==> src/acc_pkg.sv <==
// Constants and types shared by the analog converter control block.
// Behaviour
// Reset clears data low, high, control.
// Low holds bits 7..0, high bits 9..8.
// Data writes always update the holding register.
// Data reads: result in input mode, else holding.
// Channel select 00..11 picks channel one..four.
// Direction 0 input mode, 1 output mode.
// Input mode with channel four: differential pair.
// Interrupt needs flag, block and global enables.
// Finished input conversion sets the done flag.
// Software only clears flag; writing one keeps it.
// Start condition: control write, enable, flag clear.
// Start pulse on next edge begins conversion.
// No conversion begins without the enable bit.
// Control layout: flag7, irq4, en3, dir2, sel1:0.
// Software clears flag for every conversion.
// Software must not restart a running conversion.
// Result loads first, flag sets afterwards.
// Input conversion 240 us, output under 10 us.
// Result code spans 0 to 1023 linearly.
// Software discards first differential result.
// Polling: start, test flag, read low, high.
// Output start transfers holding word to generator.
// Duration is a cycle count with busy state.
// Control bits 6 and 5 read zero.
package acc_pkg;

    // Register addresses in the core data space.
    localparam logic [7:0] ACC_ADDR_DATA_LOW = 8'h9d;
    localparam logic [7:0] ACC_ADDR_DATA_HIGH = 8'h9e;
    localparam logic [7:0] ACC_ADDR_CONTROL = 8'h9f;

    // Reset values of the three registers.
    localparam logic [7:0] ACC_RST_DATA_LOW = 8'h00;
    localparam logic [7:0] ACC_RST_DATA_HIGH = 8'h00;
    localparam logic [7:0] ACC_RST_CONTROL = 8'h00;
    localparam logic [7:0] ACC_READ_ZERO = 8'h00;

    // Converter word layout.
    localparam int ACC_WORD_W = 10;
    localparam int ACC_LOW_W = 8;
    localparam int ACC_HIGH_W = 2;

    // Control register field positions.
    localparam int ACC_BIT_DONE = 7;
    localparam int ACC_BIT_IRQ_EN = 4;
    localparam int ACC_BIT_ENABLE = 3;
    localparam int ACC_BIT_DIR = 2;
    localparam int ACC_BIT_SEL_HI = 1;
    localparam int ACC_BIT_SEL_LO = 0;

    // Channel select code of the fourth channel.
    localparam logic [1:0] ACC_SEL_CH_FOUR = 2'h3;

    // Timing figures and their cycle counts at the core clock rate.
    localparam int ACC_CLK_PERIOD_PS = 10000;
    localparam int ACC_ADC_TIME_US = 240;
    localparam int ACC_DAC_MAX_TIME_US = 10;
    localparam int ACC_CNT_W = 16;
    localparam int ACC_ADC_CYCLES = (ACC_ADC_TIME_US * 1000000) / ACC_CLK_PERIOD_PS;
    // A longest time rounds down.
    localparam int ACC_DAC_CYCLES = (ACC_DAC_MAX_TIME_US * 1000000) / ACC_CLK_PERIOD_PS;

    // Conversion sequencer states, one-hot.
    typedef enum logic [3:0] {
        ACC_ST_IDLE = 4'b0001,
        ACC_ST_ADC_BUSY = 4'b0010,
        ACC_ST_DAC_BUSY = 4'b0100,
        ACC_ST_ADC_LOAD = 4'b1000
    } acc_state_type;

endpackage : acc_pkg

==> src/acc_conv_timer.sv <==
// Down counter that times one conversion and flags its last cycle.
`timescale 1ns/1ps
module acc_conv_timer
    import acc_pkg::*;
#(
    parameter int CNT_W = ACC_CNT_W
) (
    // Clock and reset.
    input wire logic core_clk,
    input wire logic arst_n,
    // Control.
    input wire logic load,
    input wire logic [CNT_W-1:0] load_count,
    // Status.
    output logic running,
    output logic last
);

    logic [CNT_W-1:0] count_q;

    // A new load restarts the count, which is how a second start aborts a run.
    always_ff @(posedge core_clk or negedge arst_n) begin
        if (!arst_n) begin
            count_q <= '0;
        end else if (load) begin
            count_q <= load_count;
        end else if (count_q != '0) begin
            count_q <= count_q - 1'b1;
        end
    end

    assign running = (count_q != '0);
    assign last = (count_q == {{(CNT_W-1){1'b0}}, 1'b1}) && !load;

endmodule : acc_conv_timer

==> src/acc_top.sv <==
// Register file and conversion sequencer of the analog converter block.
`timescale 1ns/1ps
module acc_top
    import acc_pkg::*;
#(
    parameter int ADC_CONV_CYCLES = ACC_ADC_CYCLES,
    parameter int DAC_CONV_CYCLES = ACC_DAC_CYCLES
) (
    // Clock and reset.
    input wire logic core_clk,
    input wire logic arst_n,
    // Core data-space access.
    input wire logic [7:0] bus_addr,
    input wire logic bus_wr_en,
    input wire logic bus_rd_en,
    input wire logic [7:0] bus_wdata,
    output logic [7:0] bus_rdata,
    // Core interrupt.
    input wire logic core_global_irq_enable,
    output logic converter_interrupt,
    // Analog front end.
    input wire logic [ACC_WORD_W-1:0] adc_code_in,
    output logic adc_sample_start,
    output logic [ACC_WORD_W-1:0] dac_code,
    output logic dac_load,
    output logic [1:0] channel_select,
    output logic [3:0] channel_input_en,
    output logic [3:0] channel_output_en,
    output logic differential_mode,
    output logic converter_busy
);

    localparam logic [ACC_CNT_W-1:0] ADC_LOAD = ACC_CNT_W'(ADC_CONV_CYCLES);
    localparam logic [ACC_CNT_W-1:0] DAC_LOAD = ACC_CNT_W'(DAC_CONV_CYCLES);

    // Register state.
    logic [ACC_WORD_W-1:0] dac_hold_q;
    logic [ACC_WORD_W-1:0] adc_result_q;
    logic done_flag_q;
    logic irq_enable_q;
    logic enable_q;
    logic direction_q;
    logic [1:0] select_q;
    logic start_q;
    acc_state_type state_q;
    acc_state_type state_d;

    // Decode and derived terms.
    logic wr_low;
    logic wr_high;
    logic wr_ctrl;
    logic done_set;
    logic flag_after_write;
    logic start_cond;
    logic timer_load;
    logic timer_last;
    logic timer_running;
    logic [ACC_CNT_W-1:0] timer_count;
    logic [ACC_WORD_W-1:0] adc_sync1_q;
    logic [ACC_WORD_W-1:0] adc_sync2_q;
    logic [ACC_WORD_W-1:0] read_word;

    assign wr_low = bus_wr_en && (bus_addr == ACC_ADDR_DATA_LOW);
    assign wr_high = bus_wr_en && (bus_addr == ACC_ADDR_DATA_HIGH);
    assign wr_ctrl = bus_wr_en && (bus_addr == ACC_ADDR_CONTROL);

    // The flag rises in the cycle after the result lands.
    assign done_set = (state_q == ACC_ST_ADC_LOAD);

    // Writing one keeps the flag; only a zero clears it.
    assign flag_after_write = bus_wdata[ACC_BIT_DONE] && done_flag_q;

    // Start needs the write itself to leave enable set and flag clear.
    assign start_cond = wr_ctrl && bus_wdata[ACC_BIT_ENABLE] && !flag_after_write;

    // Holding register: every data write lands here whatever the direction.
    always_ff @(posedge core_clk or negedge arst_n) begin
        if (!arst_n) begin
            dac_hold_q <= {ACC_RST_DATA_HIGH[ACC_HIGH_W-1:0], ACC_RST_DATA_LOW};
        end else begin
            if (wr_low) begin
                dac_hold_q[ACC_LOW_W-1:0] <= bus_wdata;
            end
            if (wr_high) begin
                dac_hold_q[ACC_WORD_W-1:ACC_LOW_W] <= bus_wdata[ACC_HIGH_W-1:0];
            end
        end
    end

    // Control fields other than the flag; bits 6 and 5 are not stored.
    always_ff @(posedge core_clk or negedge arst_n) begin
        if (!arst_n) begin
            irq_enable_q <= ACC_RST_CONTROL[ACC_BIT_IRQ_EN];
            enable_q <= ACC_RST_CONTROL[ACC_BIT_ENABLE];
            direction_q <= ACC_RST_CONTROL[ACC_BIT_DIR];
            select_q <= ACC_RST_CONTROL[ACC_BIT_SEL_HI:ACC_BIT_SEL_LO];
        end else if (wr_ctrl) begin
            irq_enable_q <= bus_wdata[ACC_BIT_IRQ_EN];
            enable_q <= bus_wdata[ACC_BIT_ENABLE];
            direction_q <= bus_wdata[ACC_BIT_DIR];
            select_q <= bus_wdata[ACC_BIT_SEL_HI:ACC_BIT_SEL_LO];
        end
    end

    // Done flag: hardware set wins over a clear arriving in the same cycle.
    always_ff @(posedge core_clk or negedge arst_n) begin
        if (!arst_n) begin
            done_flag_q <= ACC_RST_CONTROL[ACC_BIT_DONE];
        end else if (done_set) begin
            done_flag_q <= 1'b1;
        end else if (wr_ctrl) begin
            done_flag_q <= flag_after_write;
        end
    end

    // Start pulse follows the start condition by exactly one edge.
    always_ff @(posedge core_clk or negedge arst_n) begin
        if (!arst_n) begin
            start_q <= 1'b0;
        end else begin
            start_q <= start_cond;
        end
    end

    // The front-end code is asynchronous to the core clock; two stages first.
    always_ff @(posedge core_clk or negedge arst_n) begin
        if (!arst_n) begin
            adc_sync1_q <= '0;
            adc_sync2_q <= '0;
        end else begin
            adc_sync1_q <= adc_code_in;
            adc_sync2_q <= adc_sync1_q;
        end
    end

    // Sequencer: a start pulse always restarts, so a second start aborts.
    always_comb begin
        state_d = state_q;
        case (state_q)
            ACC_ST_IDLE, ACC_ST_ADC_BUSY, ACC_ST_DAC_BUSY, ACC_ST_ADC_LOAD: begin
                if (start_q) begin
                    state_d = direction_q ? ACC_ST_DAC_BUSY : ACC_ST_ADC_BUSY;
                end else if (state_q == ACC_ST_ADC_BUSY && timer_last) begin
                    state_d = ACC_ST_ADC_LOAD;
                end else if (state_q == ACC_ST_DAC_BUSY && timer_last) begin
                    state_d = ACC_ST_IDLE;
                end else if (state_q == ACC_ST_ADC_LOAD) begin
                    state_d = ACC_ST_IDLE;
                end
            end
            default: begin
                state_d = ACC_ST_IDLE;
            end
        endcase
    end

    always_ff @(posedge core_clk or negedge arst_n) begin
        if (!arst_n) begin
            state_q <= ACC_ST_IDLE;
        end else begin
            state_q <= state_d;
        end
    end

    // Timer is loaded on the start pulse with the length of the chosen mode.
    assign timer_load = start_q;
    assign timer_count = direction_q ? DAC_LOAD : ADC_LOAD;

    acc_conv_timer #(
        .CNT_W(ACC_CNT_W)
    ) u_timer (
        .core_clk(core_clk),
        .arst_n(arst_n),
        .load(timer_load),
        .load_count(timer_count),
        .running(timer_running),
        .last(timer_last)
    );

    // Result register takes the sampled code before the flag is raised.
    always_ff @(posedge core_clk or negedge arst_n) begin
        if (!arst_n) begin
            adc_result_q <= '0;
        end else if (state_q == ACC_ST_ADC_BUSY && timer_last && !start_q) begin
            adc_result_q <= adc_sync2_q;
        end
    end

    // Output word is handed to the generator as the conversion starts.
    always_ff @(posedge core_clk or negedge arst_n) begin
        if (!arst_n) begin
            dac_code <= '0;
            dac_load <= 1'b0;
            adc_sample_start <= 1'b0;
        end else begin
            dac_load <= start_q && direction_q;
            adc_sample_start <= start_q && !direction_q;
            if (start_q && direction_q) begin
                dac_code <= dac_hold_q;
            end
        end
    end

    // Pin directions follow the control register one cycle later.
    always_ff @(posedge core_clk or negedge arst_n) begin
        if (!arst_n) begin
            channel_select <= 2'h0;
            channel_input_en <= 4'h0;
            channel_output_en <= 4'h0;
            differential_mode <= 1'b0;
        end else begin
            channel_select <= select_q;
            channel_input_en <= '0;
            channel_output_en <= '0;
            if (direction_q) begin
                channel_output_en[select_q] <= 1'b1;
            end else begin
                channel_input_en[select_q] <= 1'b1;
                if (select_q == ACC_SEL_CH_FOUR) begin
                    channel_input_en[0] <= 1'b1;
                end
            end
            differential_mode <= !direction_q && (select_q == ACC_SEL_CH_FOUR);
        end
    end

    // Reads show the result in input mode and the holding word otherwise.
    assign read_word = direction_q ? dac_hold_q : adc_result_q;

    always_ff @(posedge core_clk or negedge arst_n) begin
        if (!arst_n) begin
            bus_rdata <= ACC_READ_ZERO;
        end else if (bus_rd_en) begin
            case (bus_addr)
                ACC_ADDR_DATA_LOW: begin
                    bus_rdata <= read_word[ACC_LOW_W-1:0];
                end
                ACC_ADDR_DATA_HIGH: begin
                    bus_rdata <= {6'h00, read_word[ACC_WORD_W-1:ACC_LOW_W]};
                end
                ACC_ADDR_CONTROL: begin
                    bus_rdata <= {done_flag_q, 2'h0, irq_enable_q, enable_q,
                        direction_q, select_q};
                end
                default: begin
                    bus_rdata <= ACC_READ_ZERO;
                end
            endcase
        end
    end

    // Interrupt is a level gated by both enables.
    assign converter_interrupt = done_flag_q && irq_enable_q && core_global_irq_enable;
    assign converter_busy = (state_q != ACC_ST_IDLE);

    // Helper: length of the current input conversion, for checking only.
    logic [ACC_CNT_W-1:0] busy_len_q;
    always_ff @(posedge core_clk or negedge arst_n) begin
        if (!arst_n) begin
            busy_len_q <= '0;
        end else if (state_q != ACC_ST_ADC_BUSY) begin
            busy_len_q <= '0;
        end else begin
            busy_len_q <= busy_len_q + 1'b1;
        end
    end
endmodule : acc_top

==> config.mk <==
export PLATFORM = sky130hd
export DESIGN_NAME = acc_top
export DESIGN_NICKNAME = d
export VERILOG_FILES = /design/src/acc_pkg.sv /design/src/acc_conv_timer.sv /design/src/acc_top.sv
export SDC_FILE = /design/constraint.sdc
export NUM_CORES = 1
export LEC_CHECK = 0
export BUFFER_PORTS_ARGS = -buffer_cell sky130_fd_sc_hd__buf_2
export CAP_MARGIN = 20
export CORE_MARGIN = 2
export CORE_UTILIZATION = 50
export DETAILED_ROUTE_END_ITERATION = 8
export HOLD_SLACK_MARGIN = 0.05
export PLACE_DENSITY = 0.74
export SETUP_SLACK_MARGIN = 0.15
export SLEW_MARGIN = 10
export SYNTH_ARGS = -nofsm -noshare
export SYNTH_HDL_FRONTEND = slang
export SYNTH_SLANG_ARGS = --single-unit
==> constraint.sdc <==
create_clock -name core_clk -period 2.24 [get_ports core_clk]
set_clock_uncertainty 0.15 [all_clocks]
set_input_delay 0 -clock core_clk [delete_from_list [all_inputs] [get_ports core_clk]]
set_output_delay 0 -clock core_clk [all_outputs]
set_load 0.02 [all_outputs]
==> results.md <==
Timing:
- The tightest hold margin is 0.0411 ns.
- Headroom to the max-slew limit came out at 59.6%.
- The number of endpoints failing setup at the final stage is 0.
- The count of final max-slew check failures came to 0.
- Timing would allow up to 0.487 GHz.
- For the pin with the worst max-slew slack, the measured transition is just over 0.6 ns.
- The hold violation total from the final report is 0.
- The post-route clock period utilization is 91.7%.
- Setup repair after global routing could not meet its margin everywhere.
- The setup TNS after final layout is 0 ns.
- The clock period minus worst slack is a little over 2 ns.
- The final setup slack of the worst path is 0.187 ns.

Global route:
- The number of global-route vias before repair is 2,830.
- The first global-routing pass estimated between 10 and 15 mm of wire.
- Entering global routing, the biggest net connects 49 pins.
- Global routing used 20.1% of the available tracks.
- The overall overflow remaining after global route is 0.
- The initial antenna violation count is 0.

Synth:
- The net count after synthesis is around 360.
- The synthesized netlist devotes between 1.5 and 2% of its cell area to XOR and XNOR gates.
- The cell area after synthesis is 3970 sq um.
- The fraction of the mapped netlist area in simple logic gates is 14.0%.
- In this run, distinct cell masters in the synthesized netlist total 44.
- The fraction of registers with async set/reset is 100%.
- For this run, the number of Yosys warnings is 0.
- The register area share after synthesis is 61.2%.
- Summing the areas of all fa, ha and maj instances in the mapped netlist gives 1.89% of the synthesized area.
- The most used flip-flop cell after synthesis is sky130_fd_sc_hd__dfrtp_1.
- The mux cell area share after synthesis is a little over an eighth.
- Counting flops and latches in the post-synthesis netlist gives 97.
- Summing the areas of all compound-gate instances in the mapped netlist gives 5.74% of the synthesized area.
- The count of mapped cells out of synthesis is between 300 and 400.
- The largest family of logic cells by synthesized area is simple AND/OR/NAND/NOR gates.
- Yosys mapped a number of flops with a built-in enable equal to 0.
- The average instance in the mapped netlist occupies 12.5 sq um.

Setup path:
- The register-to-register setup slack is 0.19 ns.
- The worst setup path is launched from a flop.
- The beginning of the critical path is u_timer.count_q[14].
- The end of the worst register-to-register path is adc_result_q[2].
- The worst reg2reg path startpoint is u_timer.count_q[14].
- The type of element capturing the critical path is a flop.
- The data arrival time of the critical path is 2.14 ns.
- For the worst flop-to-flop path, the logic depth is 5.
- Along the worst path, the maximum fanout reaches 10.
- Data on the critical path is required at its endpoint by roughly 2.3 ns.
- The most critical setup path has its endpoint at adc_result_q[2].
- The critical path in this run is classified as reg -> reg.

Clock tree:
- The total CTS buffers is 9.
- Clock latency on the worst-skew pair, taken at its later pin, is 0.36 ns.
- Clock-pin slew was measured on the worst setup and hold paths at 0.09 ns.
- The CTS tree is done.
- The master cell of the clock root buffer is sky130_fd_sc_hd__clkbuf_8.
- The clock net sink count is 97.
- No sink is reached through more buffers than the 2 on the longest clock path.
- The H-tree was split into 3 levels.

Placed design:
- The count of buffers added on input and output ports is between 60 and 70.
- Routability-driven placement finished with a final weighted congestion of 0.790.
- Summed over all nets, the half-perimeter wirelength after detailed placement is 5.41 mm.
- OpenSTA, run right after detailed placement, puts the worst setup slack at around 0.12 ns.

Run status:
- The flow ran to the end, and the final reports show no timing, DRC or antenna violations.

Cells and area:
- The number of filler cells placed in the layout is 618.
- The final antenna diode count is 0.
- The combined area of the multi-input logic cells is 1460 sq um.
- Of the cells placed in the final design, the portion with a size suffix greater than 1 is 31.9%.
- The final layout contains 459 nets.
- The combined flip-flop and latch cell area is 2430 sq um.
- From synthesis to final layout, the design area changed by 26.4%.

Die:
- Measured along the y axis, the die boundary spans 93.1 um.
- The width of the die is 93.1 um.
- The floorplan has 32 rows.
- During I/O placement, the number of pins put on the boundary was 64.
- The placeable core region is approximately 7700 sq um.
- The initial utilization of the core area, before any placement, comes to 51.4%.
- The floorplan step defined a die boundary enclosing 8670 sq um.

Detailed routing:
- Wires add up to 7.93 mm.
- The vias per cell is 5.23.
- The remaining antenna violation count after routing is 0.
- The final routed DRC violation total is 0.
- The detailed-router iteration count before antenna repair is 4.
- In this run, the number of DRC markers left after iteration 0 of detailed routing was 138.
- After detailed routing, the average wire length per cell comes to 15.0 um.
- The total vias in the final route is 2,763.

Power and ir drop:
- IR analysis of the VDD net gives a maximum drop of 540 uV.
- Power spread over the standard cell area amounts to 822 nW/um^2.
- Summed over all cells, the static leakage comes to 2.51 nW.

Hold path:
- The worst min-delay path category is in -> async.

Job:
- The number of max-cap violations is 0.
-- report_power, final --
part / leakage [nW] / switching, mW / internal (mW)
Combinational: 1.13 / 0.347 / 0.341
Clock: 0.117 / 0.582 / 0.738
Sequential: 1.27 / 0.195 / 1.92
-- what timing repair did --
action	CTS	global route
setup endpoints to repair	10	12
hold buffers	27	0
gates resized for setup	1	1
buffers inserted	1	0
pin swaps	0	1
endpoints found under the hold margin	132	0
-- state kept, by name, summed over array words and instances, names as in the netlist --
signal / flops
channel_select: 2
start_q: 1
channel_output_en: 4
enable_q: 1
adc_sample_start: 1
bus_rdata: 8
direction_q: 1
select_q: 2
dac_code: 10
adc_sync1_q: 10
dac_load: 1
u_timer.count_q: 16
done_flag_q: 1
irq_enable_q: 1
adc_sync2_q: 10
adc_result_q: 10
state_q: 4
channel_input_en: 4
dac_hold_q: 10
-- cell usage after synthesis (2+ instances only) --
| cell | number | area [sq um] |
|---|---|---|
| sky130_fd_sc_hd__ha_1 | 6 | 75.1 |
| sky130_fd_sc_hd__or3_1 | 2 | 12.5 |
| sky130_fd_sc_hd__nand3b_1 | 3 | 22.5 |
| sky130_fd_sc_hd__nor4_1 | 3 | 18.8 |
| sky130_fd_sc_hd__nand4b_1 | 2 | 17.5 |
| sky130_fd_sc_hd__nor2b_1 | 5 | 31.3 |
| sky130_fd_sc_hd__o22ai_1 | 2 | 12.5 |
| sky130_fd_sc_hd__dfrtp_1 | 96 | 2400 |
| sky130_fd_sc_hd__mux2_2 | 37 | 417 |
| sky130_fd_sc_hd__nand3_1 | 12 | 60.1 |
| sky130_fd_sc_hd__a21oi_1 | 10 | 50.1 |
| sky130_fd_sc_hd__and2_1 | 8 | 50.1 |
| sky130_fd_sc_hd__and4b_1 | 2 | 20.0 |
| sky130_fd_sc_hd__mux2i_1 | 10 | 100 |
| sky130_fd_sc_hd__and3_1 | 3 | 18.8 |
| sky130_fd_sc_hd__xor2_1 | 6 | 52.6 |
| sky130_fd_sc_hd__nand2_1 | 16 | 60.1 |
| sky130_fd_sc_hd__nand4_1 | 4 | 25.0 |
| sky130_fd_sc_hd__nor4b_1 | 2 | 17.5 |
| sky130_fd_sc_hd__a211oi_1 | 3 | 22.5 |
| sky130_fd_sc_hd__nand2b_1 | 4 | 25.0 |
| sky130_fd_sc_hd__o21ai_0 | 21 | 105 |
| sky130_fd_sc_hd__clkbuf_1 | 7 | 26.3 |
| sky130_fd_sc_hd__inv_1 | 17 | 63.8 |
| sky130_fd_sc_hd__nor2_1 | 16 | 60.1 |
| sky130_fd_sc_hd__nor3_1 | 3 | 15.0 |
-- worst min path at each step --
stage / startpoint / end / cells past startpoint
floorplan: arst_n / adc_result_q[0] / 0
global placement: arst_n / channel_output_en[2] / 1
detailed placement: arst_n / channel_output_en[2] / 1
CTS: arst_n / channel_output_en[0] / 2
global route: arst_n / dac_hold_q[1] / 2
finish: arst_n / channel_input_en[0] / 2
-- worst max-delay path, stage by stage, from the launching register on --
cell	delay (ns)
sky130_fd_sc_hd__dfrtp_1	0.44
sky130_fd_sc_hd__nor4_2	0.43
sky130_fd_sc_hd__nand4_2	0.21
sky130_fd_sc_hd__nor3_4	0.21
sky130_fd_sc_hd__buf_12	0.16
sky130_fd_sc_hd__mux2_2	0.34
-- metrics by stage --
stage	total power, mW	util, %	cells	area, sq um
6_report	4.13	64.9	528	5020
5_1_grt	4.33	64.9	528	5020
4_1_cts	4.16	64.9	528	5010
3_5_place_dp	2.79	58.2	485	4490
3_3_place_gp	2.75	58.2	485	4490
2_1_floorplan	2.55	-	318	3980
-- per-layer routing --
metal	share of wire, %	GRT usage (%)	routed length (um)
met1	44	25.6	3460
met2	49	32.8	3900
met3	4.1	3.95	328
met4	3.0	10.5	235
met5	0	0	0
-- cell type report --
class	instances	share of cell area [%]
Sequential cell	97	48.4
Multi-Input combinational cell	194	29.0
Timing Repair Buffer	103	14.2
Clock buffer	10	2.54
Tap cell	102	2.54
Clock inverter	5	2.07
Inverter	17	1.27
-- cells in the final DEF, fill, tap and decap left out, types with 2 or more instances in the layout --
cell,synthesis,final
sky130_fd_sc_hd__nand3b_1,3,3
sky130_fd_sc_hd__mux2_2,37,37
sky130_fd_sc_hd__nand3_1,12,12
sky130_fd_sc_hd__nand2b_1,4,4
sky130_fd_sc_hd__nand4b_1,2,2
sky130_fd_sc_hd__and3_1,3,3
sky130_fd_sc_hd__or3_1,2,2
sky130_fd_sc_hd__inv_1,17,17
sky130_fd_sc_hd__ha_1,6,6
sky130_fd_sc_hd__mux2i_1,10,10
sky130_fd_sc_hd__nor4_1,3,3
sky130_fd_sc_hd__dfrtp_1,96,96
sky130_fd_sc_hd__buf_4,1,12
sky130_fd_sc_hd__nor2_1,16,16
sky130_fd_sc_hd__a21oi_1,10,10
sky130_fd_sc_hd__nor3_1,3,3
sky130_fd_sc_hd__dlygate4sd3_1,0,27
sky130_fd_sc_hd__buf_2,1,62
sky130_fd_sc_hd__nor2b_1,5,5
sky130_fd_sc_hd__a211oi_1,3,2
sky130_fd_sc_hd__nand2_1,16,16
sky130_fd_sc_hd__clkbuf_8,0,9
sky130_fd_sc_hd__xor2_1,6,6
sky130_fd_sc_hd__and4b_1,2,2
sky130_fd_sc_hd__buf_12,0,2
sky130_fd_sc_hd__o21ai_0,21,21
sky130_fd_sc_hd__nand4_1,4,4
sky130_fd_sc_hd__bufinv_16,0,3
sky130_fd_sc_hd__and2_1,8,8
sky130_fd_sc_hd__o22ai_1,2,2
-- cells by family (layout without fill, tap and decap cells) --
group / Yosys count / count (layout)
DFF: 97 / 97
and+or+nand+nor: 93 / 93
muxes: 47 / 47
AOI/OAI and AO/OA: 41 / 41
buffers and inverters: 27 / 135
xor gates and xnor gates: 7 / 7
adders and majority gates: 6 / 6
(Power assumes the default switching activity.)
